[src/bls_map.svh]
/*
  Constants for the bus lane steer and split block: size and type
  codes, fixed acknowledge addresses, lane masks and counts.
  Assumes it is included by the package and the design modules.
*/
// What the document requires of this block
// No narrow-port cycles; slaves take full width.
// Contiguous memory regions are 32-bit ports.
// Vector ports sit on low 8/16 lines.
// Size codes: byte 01, word 10, long 00, line 11.
// Byte lane chosen by offset, D31-D24 first.
// Word uses upper lanes at 0, lower at 2.
// Long word and line use all lanes.
// Unselected lanes ignored on read, undefined on write.
// Address is long-word base plus offset; size held.
// Burst-inhibited line keeps first low address bits.
// Transfer type codes per access class.
// Line entry defined only for push/normal line read.
// Lock during locked sequences; lock end on last (code also marks the first beat of a burst-inhibited line).
// Page attribute and inhibit from page fields.
// Misaligned: odd word, long not divisible by four.
// Odd instruction fetch raises address error.
// Split noncachable misaligned; cachable passes whole.
// Long at one: byte, word, byte next long.
// Cycle counts by size and offset.
// Any operand byte routes to any lane.
// Everything sampled and driven on rising edge.
`ifndef BLS_MAP_SVH
`define BLS_MAP_SVH

`define BLS_SIZ_BYTE 2'h1
`define BLS_SIZ_WORD 2'h2
`define BLS_SIZ_LONG 2'h0
`define BLS_SIZ_LINE 2'h3

`define BLS_TT_NORMAL 2'h0
`define BLS_TT_LINE_MOVE 2'h1
`define BLS_TT_ALTERNATE 2'h2
`define BLS_TT_ACK 2'h3

`define BLS_TM_ZERO 3'h0
`define BLS_ADDR_INT_ACK 32'hFFFFFFFF
`define BLS_ADDR_BKPT_ACK 32'h00000000

`define BLS_LANES_ALL 4'hF
`define BLS_LANES_BYTE0 4'h8
`define BLS_LANES_WORD_HI 4'hC
`define BLS_LANES_WORD_LO 4'h3

`define BLS_RETRY_BEATS 2'h3

`endif

[src/bls_pkg.sv]
/*
  Types for the bus lane steer and split block.
  Assumes bls_map.svh is reachable by bare name.
*/
`include "bls_map.svh"

package bls_pkg;

  // Access classes that shape the bus attribute encodings
  typedef enum logic [2:0] {
    BLS_PUSH = 3'h0,
    BLS_NORMAL = 3'h1,
    BLS_TABLE = 3'h2,
    BLS_LINE_MOVE = 3'h3,
    BLS_ALTERNATE = 3'h4,
    BLS_INT_ACK = 3'h5,
    BLS_BKPT_ACK = 3'h6
  } bls_class_t;

  // Gray coded along idle, issue, wait
  typedef enum logic [1:0] {
    BLS_IDLE = 2'h0,
    BLS_ISSUE = 2'h1,
    BLS_WAIT = 2'h3
  } bls_state_t;

  // One operand access from the memory unit
  typedef struct packed {
    bls_class_t acc_class;
    logic [31:0] address;
    logic [1:0] transfer_size;
    logic write;
    logic fetch;
    logic cachable;
    logic [31:0] wdata;
    logic [2:0] transfer_modifier;
    logic [1:0] cache_line_entry;
    logic [1:0] user_page_bits;
    logic cache_mode_field;
    logic lock;
    logic lock_end;
  } bls_req_t;

  // Bus cycle as driven onto the pins
  typedef struct packed {
    logic valid;
    logic [31:0] address;
    logic [1:0] transfer_size;
    logic [1:0] transfer_type;
    logic [2:0] transfer_modifier;
    logic [1:0] cache_line_entry;
    logic [1:0] user_page_attribute;
    logic cache_inhibit_out;
    logic lock;
    logic locked_sequence_end;
    logic write;
    logic [3:0] active_lane;
    logic [31:0] wdata;
  } bls_bus_t;

  // Completion back to the memory unit
  typedef struct packed {
    logic valid;
    logic addr_error;
    logic [31:0] rdata;
  } bls_rsp_t;

  // Whole state of the top module
  typedef struct packed {
    bls_state_t state;
    bls_req_t req;
    logic [31:0] addr;
    logic [31:0] operand;
    logic [31:0] acc;
    logic [2:0] rem;
    logic [2:0] plen;
    logic [1:0] kidx;
    logic retry;
    logic [1:0] beats;
    logic ready;
    bls_bus_t bus;
    bls_rsp_t rsp;
  } bls_top_t;

endpackage : bls_pkg

[src/bls_lane_steer.sv]
/*
  Combinational byte router between a left-justified operand and
  the four lanes of the 32-bit data bus, both directions.
  Assumes lane 0 is D31-D24 and operand byte 0 is its top byte.
*/
`timescale 1ns/1ps

module bls_lane_steer (
  input wire logic [31:0] i_operand,
  input wire logic [31:0] i_acc,
  input wire logic [31:0] i_bus_rdata,
  input wire logic [1:0] i_first_byte,
  input wire logic [1:0] i_offset,
  input wire logic [3:0] i_lanes,
  output logic [31:0] o_bus_wdata,
  output logic [31:0] o_acc
);

  // Each lane picks operand byte first_byte + lane - offset
  for (genvar lane = 0; lane < 4; lane++)
  begin : g_lane
    logic [1:0] k;
    logic on;
    assign k = 2'(i_first_byte + 2'(lane) - i_offset);
    assign on = i_lanes[3 - lane];
    // Unused lanes drive zero; slaves must not select them
    assign o_bus_wdata[31 - 8*lane -: 8] =
      on ? i_operand[31 - 8*k -: 8] : 8'h00;
  end

  // Gather read lanes back into operand order; other lanes ignored
  always_comb
  begin
    o_acc = i_acc;
    for (int lane = 0; lane < 4; lane++)
    begin
      if (i_lanes[3 - lane])
      begin
        o_acc[31 - 8*(2'(i_first_byte + 2'(lane) - i_offset)) -: 8] =
          i_bus_rdata[31 - 8*lane -: 8];
      end
    end
  end

endmodule : bls_lane_steer

[src/bls_bus_lane_steer_and_split.sv]
/*
  Processor-side bus data path: splits misaligned noncachable
  operands into aligned cycles, steers bytes to lanes and drives
  the per-class address and attribute encodings.
  Assumes the cycle handshake lives outside: i_cycle_done ends the
  cycle shown by o_bus.valid; burst beats beyond the first are not
  handled here, only the burst-inhibit continuation.
  Every output is a register field; no pin is fed through logic.
*/
`timescale 1ns/1ps
`include "bls_map.svh"

module bls_bus_lane_steer_and_split (
  input wire logic i_clock,
  input wire logic i_sys_rst,
  input wire logic i_req_valid,
  input wire bls_pkg::bls_req_t i_req,
  input wire logic i_cycle_done,
  input wire logic i_burst_inhibit,
  input wire logic [31:0] i_bus_rdata,
  output logic o_req_ready,
  output bls_pkg::bls_bus_t o_bus,
  output bls_pkg::bls_rsp_t o_rsp
);

  // Whole block state and its next value
  bls_pkg::bls_top_t s_reg;
  bls_pkg::bls_top_t s_next;
  // Data passing through the lane router, both directions
  logic [31:0] steer_wdata;
  logic [31:0] steer_acc;
  logic [3:0] cur_lanes;
  logic [1:0] cur_size;
  logic [2:0] cur_len;
  // Router offset; a line beat is never rotated
  logic [1:0] steer_off;

  // Lane mask from size code and byte offset
  function automatic logic [3:0] lane_mask(
    input logic [1:0] size,
    input logic [1:0] off
  );
    logic [3:0] m;
    // Long and line keep every lane; narrower sizes pick by offset
    m = `BLS_LANES_ALL;
    if (size == `BLS_SIZ_BYTE)
    begin
      m = `BLS_LANES_BYTE0 >> off;
    end
    else if (size == `BLS_SIZ_WORD)
    begin
      m = off[1] ? `BLS_LANES_WORD_LO : `BLS_LANES_WORD_HI;
    end
    return m;
  endfunction : lane_mask

  // Operand length in bytes for a request size
  function automatic logic [2:0] size_bytes(input logic [1:0] size);
    logic [2:0] n;
    // Long and line both move four bytes per cycle
    n = 3'h4;
    if (size == `BLS_SIZ_BYTE)
    begin
      n = 3'h1;
    end
    else if (size == `BLS_SIZ_WORD)
    begin
      n = 3'h2;
    end
    return n;
  endfunction : size_bytes

  // Largest aligned piece that fits at this offset
  function automatic logic [1:0] piece_size(
    input logic [1:0] off,
    input logic [2:0] rem
  );
    logic [1:0] z;
    // Long needs offset 0, word an even offset; otherwise a byte
    z = `BLS_SIZ_BYTE;
    if (rem >= 3'h4 && off == 2'h0)
    begin
      z = `BLS_SIZ_LONG;
    end
    else if (rem >= 3'h2 && !off[0])
    begin
      z = `BLS_SIZ_WORD;
    end
    return z;
  endfunction : piece_size

  // Size and lanes of the cycle about to be issued
  always_comb
  begin
    cur_size = s_reg.req.transfer_size;
    if (s_reg.req.transfer_size == `BLS_SIZ_LINE)
    begin
      cur_size = s_reg.retry ? `BLS_SIZ_LONG : `BLS_SIZ_LINE;
    end
    else if (!s_reg.req.cachable)
    begin
      cur_size = piece_size(s_reg.addr[1:0], s_reg.rem);
    end
    // Piece length steps the address and the operand index
    cur_len = size_bytes(cur_size);
    cur_lanes = lane_mask(cur_size, s_reg.addr[1:0]);
    // Line beats are whole long words, handed over as on the bus
    steer_off = s_reg.addr[1:0];
    if (s_reg.req.transfer_size == `BLS_SIZ_LINE)
    begin
      steer_off = 2'h0;
    end
  end

  // Current piece's lanes; during wait they equal the registered mask
  bls_lane_steer u_steer (
    .i_operand(s_reg.operand),
    .i_acc(s_reg.acc),
    .i_bus_rdata(i_bus_rdata),
    .i_first_byte(s_reg.kidx),
    .i_offset(steer_off),
    .i_lanes(cur_lanes),
    .o_bus_wdata(steer_wdata),
    .o_acc(steer_acc)
  );

  // Next state: idle takes a request, issue drives one cycle,
  // wait merges data and decides whether more pieces follow
  always_comb
  begin
    s_next = s_reg;
    s_next.rsp.valid = 1'b0;
    s_next.rsp.addr_error = 1'b0;
    case (s_reg.state)
      bls_pkg::BLS_IDLE:
      begin
        if (i_req_valid)
        begin
          // Whole request kept; every piece is cut from this copy
          s_next.req = i_req;
          if (i_req.fetch && i_req.address[0])
          begin
            // Odd fetch never reaches the bus
            s_next.rsp.valid = 1'b1;
            s_next.rsp.addr_error = 1'b1;
          end
          else
          begin
            s_next.addr = i_req.address;
            s_next.rem = size_bytes(i_req.transfer_size);
            // Left-justify so operand byte 0 is the top byte
            s_next.operand = i_req.wdata <<
              (6'(8) * 6'(3'h4 - size_bytes(i_req.transfer_size)));
            // Acknowledge cycles go to a fixed address as one byte
            if (i_req.acc_class == bls_pkg::BLS_INT_ACK)
            begin
              s_next.addr = `BLS_ADDR_INT_ACK;
              s_next.req.transfer_size = `BLS_SIZ_BYTE;
              s_next.rem = 3'h1;
            end
            else if (i_req.acc_class == bls_pkg::BLS_BKPT_ACK)
            begin
              s_next.addr = `BLS_ADDR_BKPT_ACK;
              s_next.req.transfer_size = `BLS_SIZ_BYTE;
              s_next.rem = 3'h1;
            end
            // Fresh request: first operand byte, empty gather
            s_next.kidx = 2'h0;
            s_next.acc = 32'h00000000;
            s_next.retry = 1'b0;
            s_next.beats = 2'h0;
            s_next.state = bls_pkg::BLS_ISSUE;
          end
        end
      end
      bls_pkg::BLS_ISSUE:
      begin
        s_next.plen = cur_len;
        s_next.bus.valid = 1'b1;
        s_next.bus.address = s_reg.addr;
        // Size issued is final; a narrow slave gets no second try
        s_next.bus.transfer_size = cur_size;
        s_next.bus.active_lane = cur_lanes;
        // Write lanes registered here so the pins come from flops
        s_next.bus.wdata = steer_wdata;
        s_next.bus.write = s_reg.req.write;
        s_next.bus.transfer_modifier = s_reg.req.transfer_modifier;
        s_next.bus.transfer_type = `BLS_TT_NORMAL;
        s_next.bus.user_page_attribute = 2'h0;
        s_next.bus.cache_inhibit_out = 1'b0;
        s_next.bus.cache_line_entry = 2'h0;
        // Defaults above; each class overrides only what it owns
        case (s_reg.req.acc_class)
          bls_pkg::BLS_PUSH:
          begin
            s_next.bus.transfer_modifier = `BLS_TM_ZERO;
            s_next.bus.cache_line_entry =
              s_reg.req.cache_line_entry;
          end
          bls_pkg::BLS_NORMAL:
          begin
            s_next.bus.user_page_attribute =
              s_reg.req.user_page_bits;
            s_next.bus.cache_inhibit_out =
              s_reg.req.cache_mode_field;
            if (cur_size == `BLS_SIZ_LINE && !s_reg.req.write)
            begin
              s_next.bus.cache_line_entry =
                s_reg.req.cache_line_entry;
            end
          end
          bls_pkg::BLS_LINE_MOVE:
          begin
            s_next.bus.transfer_type = `BLS_TT_LINE_MOVE;
            s_next.bus.user_page_attribute =
              s_reg.req.user_page_bits;
            s_next.bus.cache_inhibit_out =
              s_reg.req.cache_mode_field;
          end
          bls_pkg::BLS_ALTERNATE:
          begin
            s_next.bus.transfer_type = `BLS_TT_ALTERNATE;
            // Alternate space is never cached
            s_next.bus.cache_inhibit_out = 1'b1;
          end
          bls_pkg::BLS_INT_ACK:
          begin
            s_next.bus.transfer_type = `BLS_TT_ACK;
            s_next.bus.write = 1'b0;
          end
          bls_pkg::BLS_BKPT_ACK:
          begin
            s_next.bus.transfer_type = `BLS_TT_ACK;
            s_next.bus.transfer_modifier = `BLS_TM_ZERO;
            s_next.bus.write = 1'b0;
          end
          default:
          begin
            s_next.bus.transfer_type = `BLS_TT_NORMAL;
          end
        endcase
        s_next.bus.lock = s_reg.req.lock;
        // Lock end marks the final cycle of the request, and also the first beat of a burst-inhibited line
        s_next.bus.locked_sequence_end = s_reg.req.lock_end &&
          (s_reg.req.transfer_size == `BLS_SIZ_LINE ?
           (!s_reg.retry || s_reg.beats == `BLS_RETRY_BEATS) :
           (cur_len >= s_reg.rem));
        s_next.state = bls_pkg::BLS_WAIT;
      end
      bls_pkg::BLS_WAIT:
      begin
        // Size and address stay put until the cycle ends
        if (i_cycle_done)
        begin
          s_next.bus.valid = 1'b0;
          s_next.bus.lock = 1'b0;
          s_next.bus.locked_sequence_end = 1'b0;
          // Gather only the lanes this piece selected
          s_next.acc = steer_acc;
          if (s_reg.req.transfer_size == `BLS_SIZ_LINE)
          begin
            // Each long word of a line read is handed back as it arrives
            s_next.rsp.valid = !s_reg.req.write;
            s_next.rsp.rdata = steer_acc;
            // Burst inhibit counts only on the first beat of a line
            if (!s_reg.retry && i_burst_inhibit)
            begin
              s_next.retry = 1'b1;
              s_next.beats = 2'h1;
              // Step A3:A2 with wrap, keep A1:A0 as first issued
              s_next.addr = {s_reg.addr[31:4],
                             2'(s_reg.addr[3:2] + 2'h1),
                             s_reg.addr[1:0]};
              s_next.state = bls_pkg::BLS_ISSUE;
            end
            else if (s_reg.retry && s_reg.beats != `BLS_RETRY_BEATS)
            begin
              s_next.beats = 2'(s_reg.beats + 2'h1);
              s_next.addr = {s_reg.addr[31:4],
                             2'(s_reg.addr[3:2] + 2'h1),
                             s_reg.addr[1:0]};
              s_next.state = bls_pkg::BLS_ISSUE;
            end
            else
            begin
              s_next.rsp.valid = 1'b1;
              s_next.state = bls_pkg::BLS_IDLE;
            end
          end
          else
          begin
            // Advance past the bytes this piece carried
            s_next.rem = 3'(s_reg.rem - s_reg.plen);
            s_next.addr = 32'(s_reg.addr + 32'(s_reg.plen));
            s_next.kidx = 2'(s_reg.kidx + s_reg.plen[1:0]);
            // Last piece: right-justify the gathered operand bytes
            if (s_reg.plen >= s_reg.rem)
            begin
              s_next.rsp.valid = 1'b1;
              s_next.rsp.rdata = steer_acc >>
                (6'(8) * 6'(3'h4 -
                 size_bytes(s_reg.req.transfer_size)));
              s_next.state = bls_pkg::BLS_IDLE;
            end
            else
            begin
              s_next.state = bls_pkg::BLS_ISSUE;
            end
          end
        end
      end
      default:
      begin
        // Unused state code falls back to idle
        s_next.state = bls_pkg::BLS_IDLE;
      end
    endcase
    s_next.ready = (s_next.state == bls_pkg::BLS_IDLE);
  end

  // Single register stage on the rising edge for all state
  always_ff @(posedge i_clock)
  begin
    // Reset leaves the bus idle and the request port open
    if (i_sys_rst)
    begin
      s_reg <= '0;
      s_reg.state <= bls_pkg::BLS_IDLE;
      s_reg.ready <= 1'b1;
    end
    else
    begin
      s_reg <= s_next;
    end
  end

  // Every output is a register field, wired straight to the pins
  always_comb
  begin
    o_bus = s_reg.bus;
    o_rsp = s_reg.rsp;
    o_req_ready = s_reg.ready;
  end

endmodule : bls_bus_lane_steer_and_split

[config.mk]
export PLATFORM = sky130hd
export DESIGN_NAME = bls_bus_lane_steer_and_split
export DESIGN_NICKNAME = d
export VERILOG_FILES = /design/src/bls_pkg.sv /design/src/bls_lane_steer.sv /design/src/bls_bus_lane_steer_and_split.sv
export VERILOG_INCLUDE_DIRS = /design/src
export SDC_FILE = /design/constraint.sdc
export NUM_CORES = 1
export LEC_CHECK = 0
export ABC_AREA = 1
export BUFFER_PORTS_ARGS = -buffer_cell sky130_fd_sc_hd__buf_2
export CELL_PAD_IN_SITES_DETAIL_PLACEMENT = 1
export CELL_PAD_IN_SITES_GLOBAL_PLACEMENT = 2
export CORE_UTILIZATION = 34
export CTS_BUF_LIST = sky130_fd_sc_hd__clkbuf_8
export CTS_CLUSTER_DIAMETER = 40
export DETAILED_ROUTE_END_ITERATION = 10
export PLACE_DENSITY_LB_ADDON = 0.1
export SLEW_MARGIN = 20
export SYNTH_ARGS = -nofsm -noshare
export SYNTH_HDL_FRONTEND = slang
export SYNTH_HIERARCHICAL = 1
export SYNTH_SLANG_ARGS = --single-unit
export TNS_END_PERCENT = 10
[constraint.sdc]
create_clock -name i_clock -period 9.5 [get_ports i_clock]
set_clock_uncertainty 0.2 [all_clocks]
set_input_delay 0.95 -clock i_clock [delete_from_list [all_inputs] [get_ports i_clock]]
set_output_delay 0.95 -clock i_clock [all_outputs]
set_load 0.05 [all_outputs]
### Word-level counts from Yosys, hierarchy flattened

Cells that the tools add are included.

| cells by class | value |
|---|---|
| mux-type cells | 89 |
| add/sub/neg operators | 22 |
| reduce and logical (&&, ||, !) cells | 31 |
| bitwise operators | 3 |
| shift operators | 15 |
| magnitude comparators | 4 |
| equality and inequality tests | 27 |

Operators with widths:

| cell | count |
|---|---|
| $mux W32 | 10 |
| $mux W183 | 1 |
| $shift A8 B34 Y39 const A | 4 |
| $shiftx A39 B33 Y8 | 4 |
| $shiftx A8 B34 Y39 | 4 |
| $neg A32 Y34 | 4 |
| $bwmux W32 | 4 |
| $mux W99 | 1 |
| $pmux W35 S2 | 1 |
| $pmux W32 S2 | 1 |
| $mux W3 | 18 |
| $mux W2 | 20 |
| $mux W35 | 1 |
| $add A32 B3 Y32 | 1 |
| $mux W8 | 4 |
| $shl A32 B6 Y32 | 1 |
| $shr A32 B6 Y32 | 1 |
| $sub A5 B5 Y6 const A | 4 |
| $mux W4 | 5 |
| $eq A3 B3 Y1 const B | 5 |
| $mux W5 | 3 |
| $eq A2 B2 Y1 const B | 7 |
| $ne A2 B2 Y1 const B | 7 |
| $mux W1 | 12 |
| 33 further kinds | 68 |

| word-level totals | value |
|---|---|
| register bits after elaboration | 310 |
| output and inout bits | 119 |
| word-level logic and storage cells | 231 |

### Depth between registers and ports, before layout

| depth | value |
|---|---|
| depth after elaboration | 19 |
| gate-level depth with buffers | 31 |

### By module

The synthesis kept the hierarchy.

By module, submodules not included:

| module | sequential area each (um^2) | times used | cells each | area each (um^2) |
|---|---|---|---|---|
| bls_bus_lane_steer_and_split | 4904.7 | 1 | 1776 | 12563.3 |
| bls_lane_steer | 0.0 | 1 | 682 | 3034.2 |

### Least setup slack after synthesis

Ideal clock, no wire load.

| path | value |
|---|---|
| kind | reg-to-reg |
| from | reg s_reg[271] (netlist bit) |
| to | reg s_reg (netlist bit o_rsp[4]) |
| data arrival time | 3.226 ns |
| stages on the path, launching flop included | 31 |
| setup time | 0.128 ns |
| slack | 5.947 ns |
| data required time | 9.172 ns |
| path buffers | 4 |
| cell sequence | dfxtp_1 -> ha_1 -> buf_4 -> inv_2 -> buf_1 -> nand2_1 -> nand2_1 -> inv_1 -> ha_1 -> inv_1 -> o21ai_0 -> o21ai_0 -> clkbuf_2 -> inv_1 -> nor2_4 -> buf_2 -> nand3_1 -> nand3_1 -> nand2_1 -> nand2_1 -> nand2_1 -> inv_1 -> nand2_1 -> o21ai_0 -> nand2_1 -> o21ai_0 -> nand2_1 -> o21ai_0 -> nand2_1 -> o21ai_0 -> nor2_1 |

| on the way | value |
|---|---|
| elaborated cells between the ends (all ways) | 50 |
| classes of those cells | 13 x add/sub; 5 x eq/ne; 9 x shift; 21 x mux; 2 x reduce/logical |

RTL lines:

| what | line | source |
|---|---|---|
| start, declared | bls_bus_lane_steer_and_split.sv:27 | `bls_pkg::bls_top_t s_reg;` |
| start signal, assigned | bls_bus_lane_steer_and_split.sv:333 | `s_reg <= s_next;` |
| $eq A2 B2 Y1 (no source line) (*) | n/a |  |
| $mux W2 (*) | bls_bus_lane_steer_and_split.sv:96 | `` if (s_reg.req.transfer_size == `BLS_SIZ_LINE) `` |
| net cur_size[1] | bls_bus_lane_steer_and_split.sv:33 | `logic [1:0] cur_size;` |
| $eq A2 B2 Y1 (no source line) | n/a |  |
| $mux W4 | bls_bus_lane_steer_and_split.sv:50 | `` else if (size == `BLS_SIZ_WORD) `` |
| $mux W4 (*) | bls_bus_lane_steer_and_split.sv:46 | `` if (size == `BLS_SIZ_BYTE) `` |
| net cur_lanes[3] | bls_bus_lane_steer_and_split.sv:32 | `logic [3:0] cur_lanes;` |
| $mux W32 (*) | bls_lane_steer.sv:37 | `if (i_lanes[3 - lane])` |
| [2 not listed] | n/a |  |
| $bwmux W32 | bls_lane_steer.sv:39 | `o_acc[31 - 8*(2'(i_first_byte + 2'(lane) - i_offset)) -: 8] =` |
| $mux W32 (*) | bls_lane_steer.sv:37 |  |
| $bwmux W32 | bls_lane_steer.sv:39 |  |
| $mux W32 (*) | bls_lane_steer.sv:37 |  |
| net steer_acc[20] | bls_bus_lane_steer_and_split.sv:31 | `logic [31:0] steer_acc;` |
| $shr A32 B6 Y32 (*) | bls_bus_lane_steer_and_split.sv:300 | `s_next.rsp.rdata = steer_acc >>` |
| $mux W32 (*) | bls_bus_lane_steer_and_split.sv:297 | `if (s_reg.plen >= s_reg.rem)` |
| $mux W32 (*) | bls_bus_lane_steer_and_split.sv:260 | `` if (s_reg.req.transfer_size == `BLS_SIZ_LINE) `` |

The timed path passes the listed nets; every way through them passes the cells marked *. The select of a mux whose other input is x is not followed.
A chain may end at the register's enable or synchronous reset.

### Worst setup path after layout

| path | value |
|---|---|
| from | reg s_reg[271] (netlist bit) |
| to | reg s_reg (netlist bit o_rsp[0]) |

| on the way | value |
|---|---|
| elaborated cells between the ends (all ways) | 50 |
| classes of those cells | 13 x add/sub; 5 x eq/ne; 9 x shift; 21 x mux; 2 x reduce/logical |

RTL lines:

| what | line |
|---|---|
| $eq A2 B2 Y1 (no source line) or $mux W2 (tied branches) | n/a |
| $mux W2 (*) | bls_bus_lane_steer_and_split.sv:96 |
| net cur_size[0] | bls_bus_lane_steer_and_split.sv:33 |
| $eq A2 B2 Y1 (no source line) | n/a |
| $mux W4 | bls_bus_lane_steer_and_split.sv:50 |
| $mux W4 (*) | bls_bus_lane_steer_and_split.sv:46 |
| net cur_lanes[3] | bls_bus_lane_steer_and_split.sv:32 |
| $mux W32 (*) | bls_lane_steer.sv:37 |
| [2 not listed] | n/a |
| $bwmux W32 | bls_lane_steer.sv:39 |
| $mux W32 (*) | bls_lane_steer.sv:37 |
| $bwmux W32 | bls_lane_steer.sv:39 |
| $mux W32 (*) | bls_lane_steer.sv:37 |
| net steer_acc[16] | bls_bus_lane_steer_and_split.sv:31 |
| $shr A32 B6 Y32 (*) | bls_bus_lane_steer_and_split.sv:300 |
| $mux W32 (*) | bls_bus_lane_steer_and_split.sv:297 |
| $mux W32 (*) | bls_bus_lane_steer_and_split.sv:260 |

Marks and branches as above.

==> impl_results.md <==
- Outcome: finished clean
- Post-Layout Cell Count: between 3000 and 4000
- Initial Util: 34.4%
- Post-Synthesis Cell Area: ~0.016 mm2
- Unique masters post-synth: between 40 and 50
- H-tree Lvls: 2
- Number of buffers created by CTS: 57
- DR WL/cell: about 20 um
- Reg area: 0.00490 mm2
- Ports: between 200 and 250
- Flops & latches, synth: about 250
- Die Span Y: about 220 um
- Vias in the first global route: between 15000 and 20000
- Avg Cell Area, Syn: 6.35 um2
- Global Route Usage Sum: 26.4%
- Relative slew margins: a little under a third
- CTS tree: yes
- DP Wirelength: 45.9 mm
- Total power: 0.00752 W
- Critical Path Fanout Max: 19
- Reg2reg start: s_reg[271]
- Chip Width: 216 um
- Area growth, synth to finish: 11.1%
- Drt pass-1 iters: 5
- Most used DFF post-synth: dfxtp_1
- Met2 Usage GRT: around 42%
- Top achievable clock speed: around 180 MHz
- Routed Antenna Nets: 0
- Grt met1 use: a little over a third
- DRC viols: 0
- Hold Violations, Final: 0
- Final Cycle Share: 57.2%
- Routability cong.: just under 0.9
- Max reg flops: ~130
- Crit path kind: register to register
- CTS Hold Buffers Added: 0
- WHS Path Cells: 2
- Initial detailed-routing violation count: 1047
- Critical path origin: s_reg[271]
- Nets: about 2700
- Crit start category: register
- R2r worst-path depth: 27
- Hold path start: o_rsp[1]
- IO Port Bufs: about 240
- Fin Setup TNS: 0 ns
- Sinks on Clock Net: roughly 250
- Grt total ovfl: 0
- Placed Instances: roughly 3000
- Cells after Synth: roughly 2500
- Worst skew pair latency: 0.66 ns
- Period minus WS final: 5.43 ns
- First-pass GRT wire length: ~96 mm
- Clock Path Buffers: 3
- Die area: around 0.047 mm2
- Lkg Pwr: 8.21 nW
- Worst vdd ir: roughly 0.24 mV
- Most common cell after layout, fill and taps aside: nand2_1
- Pre-CTS WS: 4.11 ns
- Core ar.: approximately 0.045 mm2
- Pwr dens: 434 mW/mm2
- FP Rows: 78
- Filler Cell Count: roughly 6000
- YS warnings: 6
- Share of cells above drive strength 1: 16.5%
- Final Routed Wirelength: 62.2 mm
- Post-CTS resize count: 0
- Max_cap viols: 0
- Worst hold path type: register to register
- Post-CTS Setup Repair Bufs: 0
- Initial antenna violation count: 3
- RSZ-0062 raised after global routing: false
- Largest net degree at the start of global routing: approximately 100
- Worst Setup End Kind: register
- Most frequent cells in the layout: nand2_1 (515), o21ai_0 (346), nor2_1 (301), inv_1 (269), dfxtp_1 (245)
- Via count: around 16000
- Worst Path Required: 9.86 ns
- CTS root buf: clkbuf_8
- Synth Net Count: roughly 2600
- Fin. max-slew vios: 0
- Post-synth EDFFs: 0
- Clock transition at path regs: 0.07 ns
- Final setup violating endpoints: 0
- Setup ws final: approximately 4.1 ns
- Area of the multi-input gates: 0.00809 mm2
- Crit path arrival time: roughly 5.8 ns
- Worst-Margin Slew: 1.04 ns
- Sequential fraction of the synthesis area: a little under a third
- Ys async rst share: 0%
- Met3 GRT Util: 3.68%
- Vias per cell: 5.13
- GRT busiest layer: met2
-- cell type report --
class | instances | share of cell area, %
clock buffer | 67 | 5.32
multi-input combinational | 1693 | 46.6
inverter | 270 | 5.90
timing repair buffer | 251 | 7.45
clock inverter | 36 | 2.04
sequential | 245 | 28.3
antenna | 1 | 0.0144
tap | 600 | 4.33
-- cell families (layout without fill, tap and decap cells) --
group,after synthesis,after routing,synth area share [%]
buffers and inverters,520,624,16.8
DFF,245,245,31.4
and+or+nand+nor,1054,1054,28.7
other,0,1,0
xor gates and xnor gates,3,3,0.168
AOI/OAI and AO/OA,609,609,20.6
adders and majority gates,27,27,2.26
-- report_power, final --
part / internal, W / switching (W)
logic: 0.00112 / 0.00340
clock network: 0.000808 / 0.000558
registers: 0.00136 / 0.000278
total: 0.00329 / 0.00424
-- metal layers --
metal  share of wire (%)  wire length [um]
met3                 4.4              2750
met2                  45             28000
met5               0.021                13
met4                 2.8              1770
met1                  48             29700
-- synth_stat cells (3+ instances only) --
master      n  area [um2]
a31oi_1    14        87.6
nand4_1    24         150
ha_1       25         313
nor2_1    301        1130
a211oi_1   13        97.6
a21oi_2     5        43.8
nand2_2    20         125
inv_1     256         961
dfxtp_1   245        4900
nand2_4     8        90.1
or2_2       5        31.3
nor3_2      3        30.0
clkbuf_1   63         236
nand2_1   515        1930
nor2_4      4        45.0
clkbuf_2    4        20.0
nor2_2     12        75.1
nor3_1     12        60.1
a211oi_2    4        50.1
nand3_1   141         706
inv_2      10        37.5
buf_2      30         150
buf_6      19         214
o21ai_0   347        1740
nand3_2     4        40.0
a21oi_1   167         836
o21ai_1    40         200
a32oi_1     8        70.1
buf_4     129         968
buf_1       5        18.8
-- path summary, 6_finish.rpt --
| kind | slack, ns | end |
|---|---|---|
| setup / recovery | 4.07 | o_rsp[0] |
| hold / removal | 0.26 | o_rsp[1] |
| setup reg to reg | 4.07 | o_rsp[0] |
| hold reg to reg | 0.26 | o_rsp[1] |
-- per-stage QoR --
| step | hold slack [ns] | cell area (um2) | util [%] |
|---|---|---|---|
| 6_report | 0.259 | 17300 | 38.3 |
| 5_1_grt | 0.274 | 17300 | 38.3 |
| 4_1_cts | 0.262 | 17300 | 38.3 |
| 3_5_place_dp | 0.254 | 16100 | 35.5 |
| 3_3_place_gp | 0.247 | 16100 | 35.5 |
| 2_1_floorplan | 0.221 | 15600 | - |
-- worst max-delay path, stage by stage (launching register included) --
cell	delay (ns)
dfxtp_1	0.39
ha_1	0.84
inv_2	0.44
a31oi_1	0.41
inv_1	0.13
ha_1	0.22
inv_1	0.06
o21ai_0	0.12
o21ai_0	0.11
buf_4	0.21
inv_1	0.09
nor2_4	0.34
nand3_1	0.40
nand2_1	0.16
nand3_1	0.07
nand2_1	0.09
nand2_1	0.06
nand2_1	0.11
inv_1	0.09
nand2_1	0.06
o21ai_0	0.12
nand2_1	0.09
o21ai_0	0.09
nand2_1	0.07
o21ai_0	0.09
nand2_1	0.08
o21ai_0	0.08
nor2_1	0.09
(Power assumes the default switching activity.)
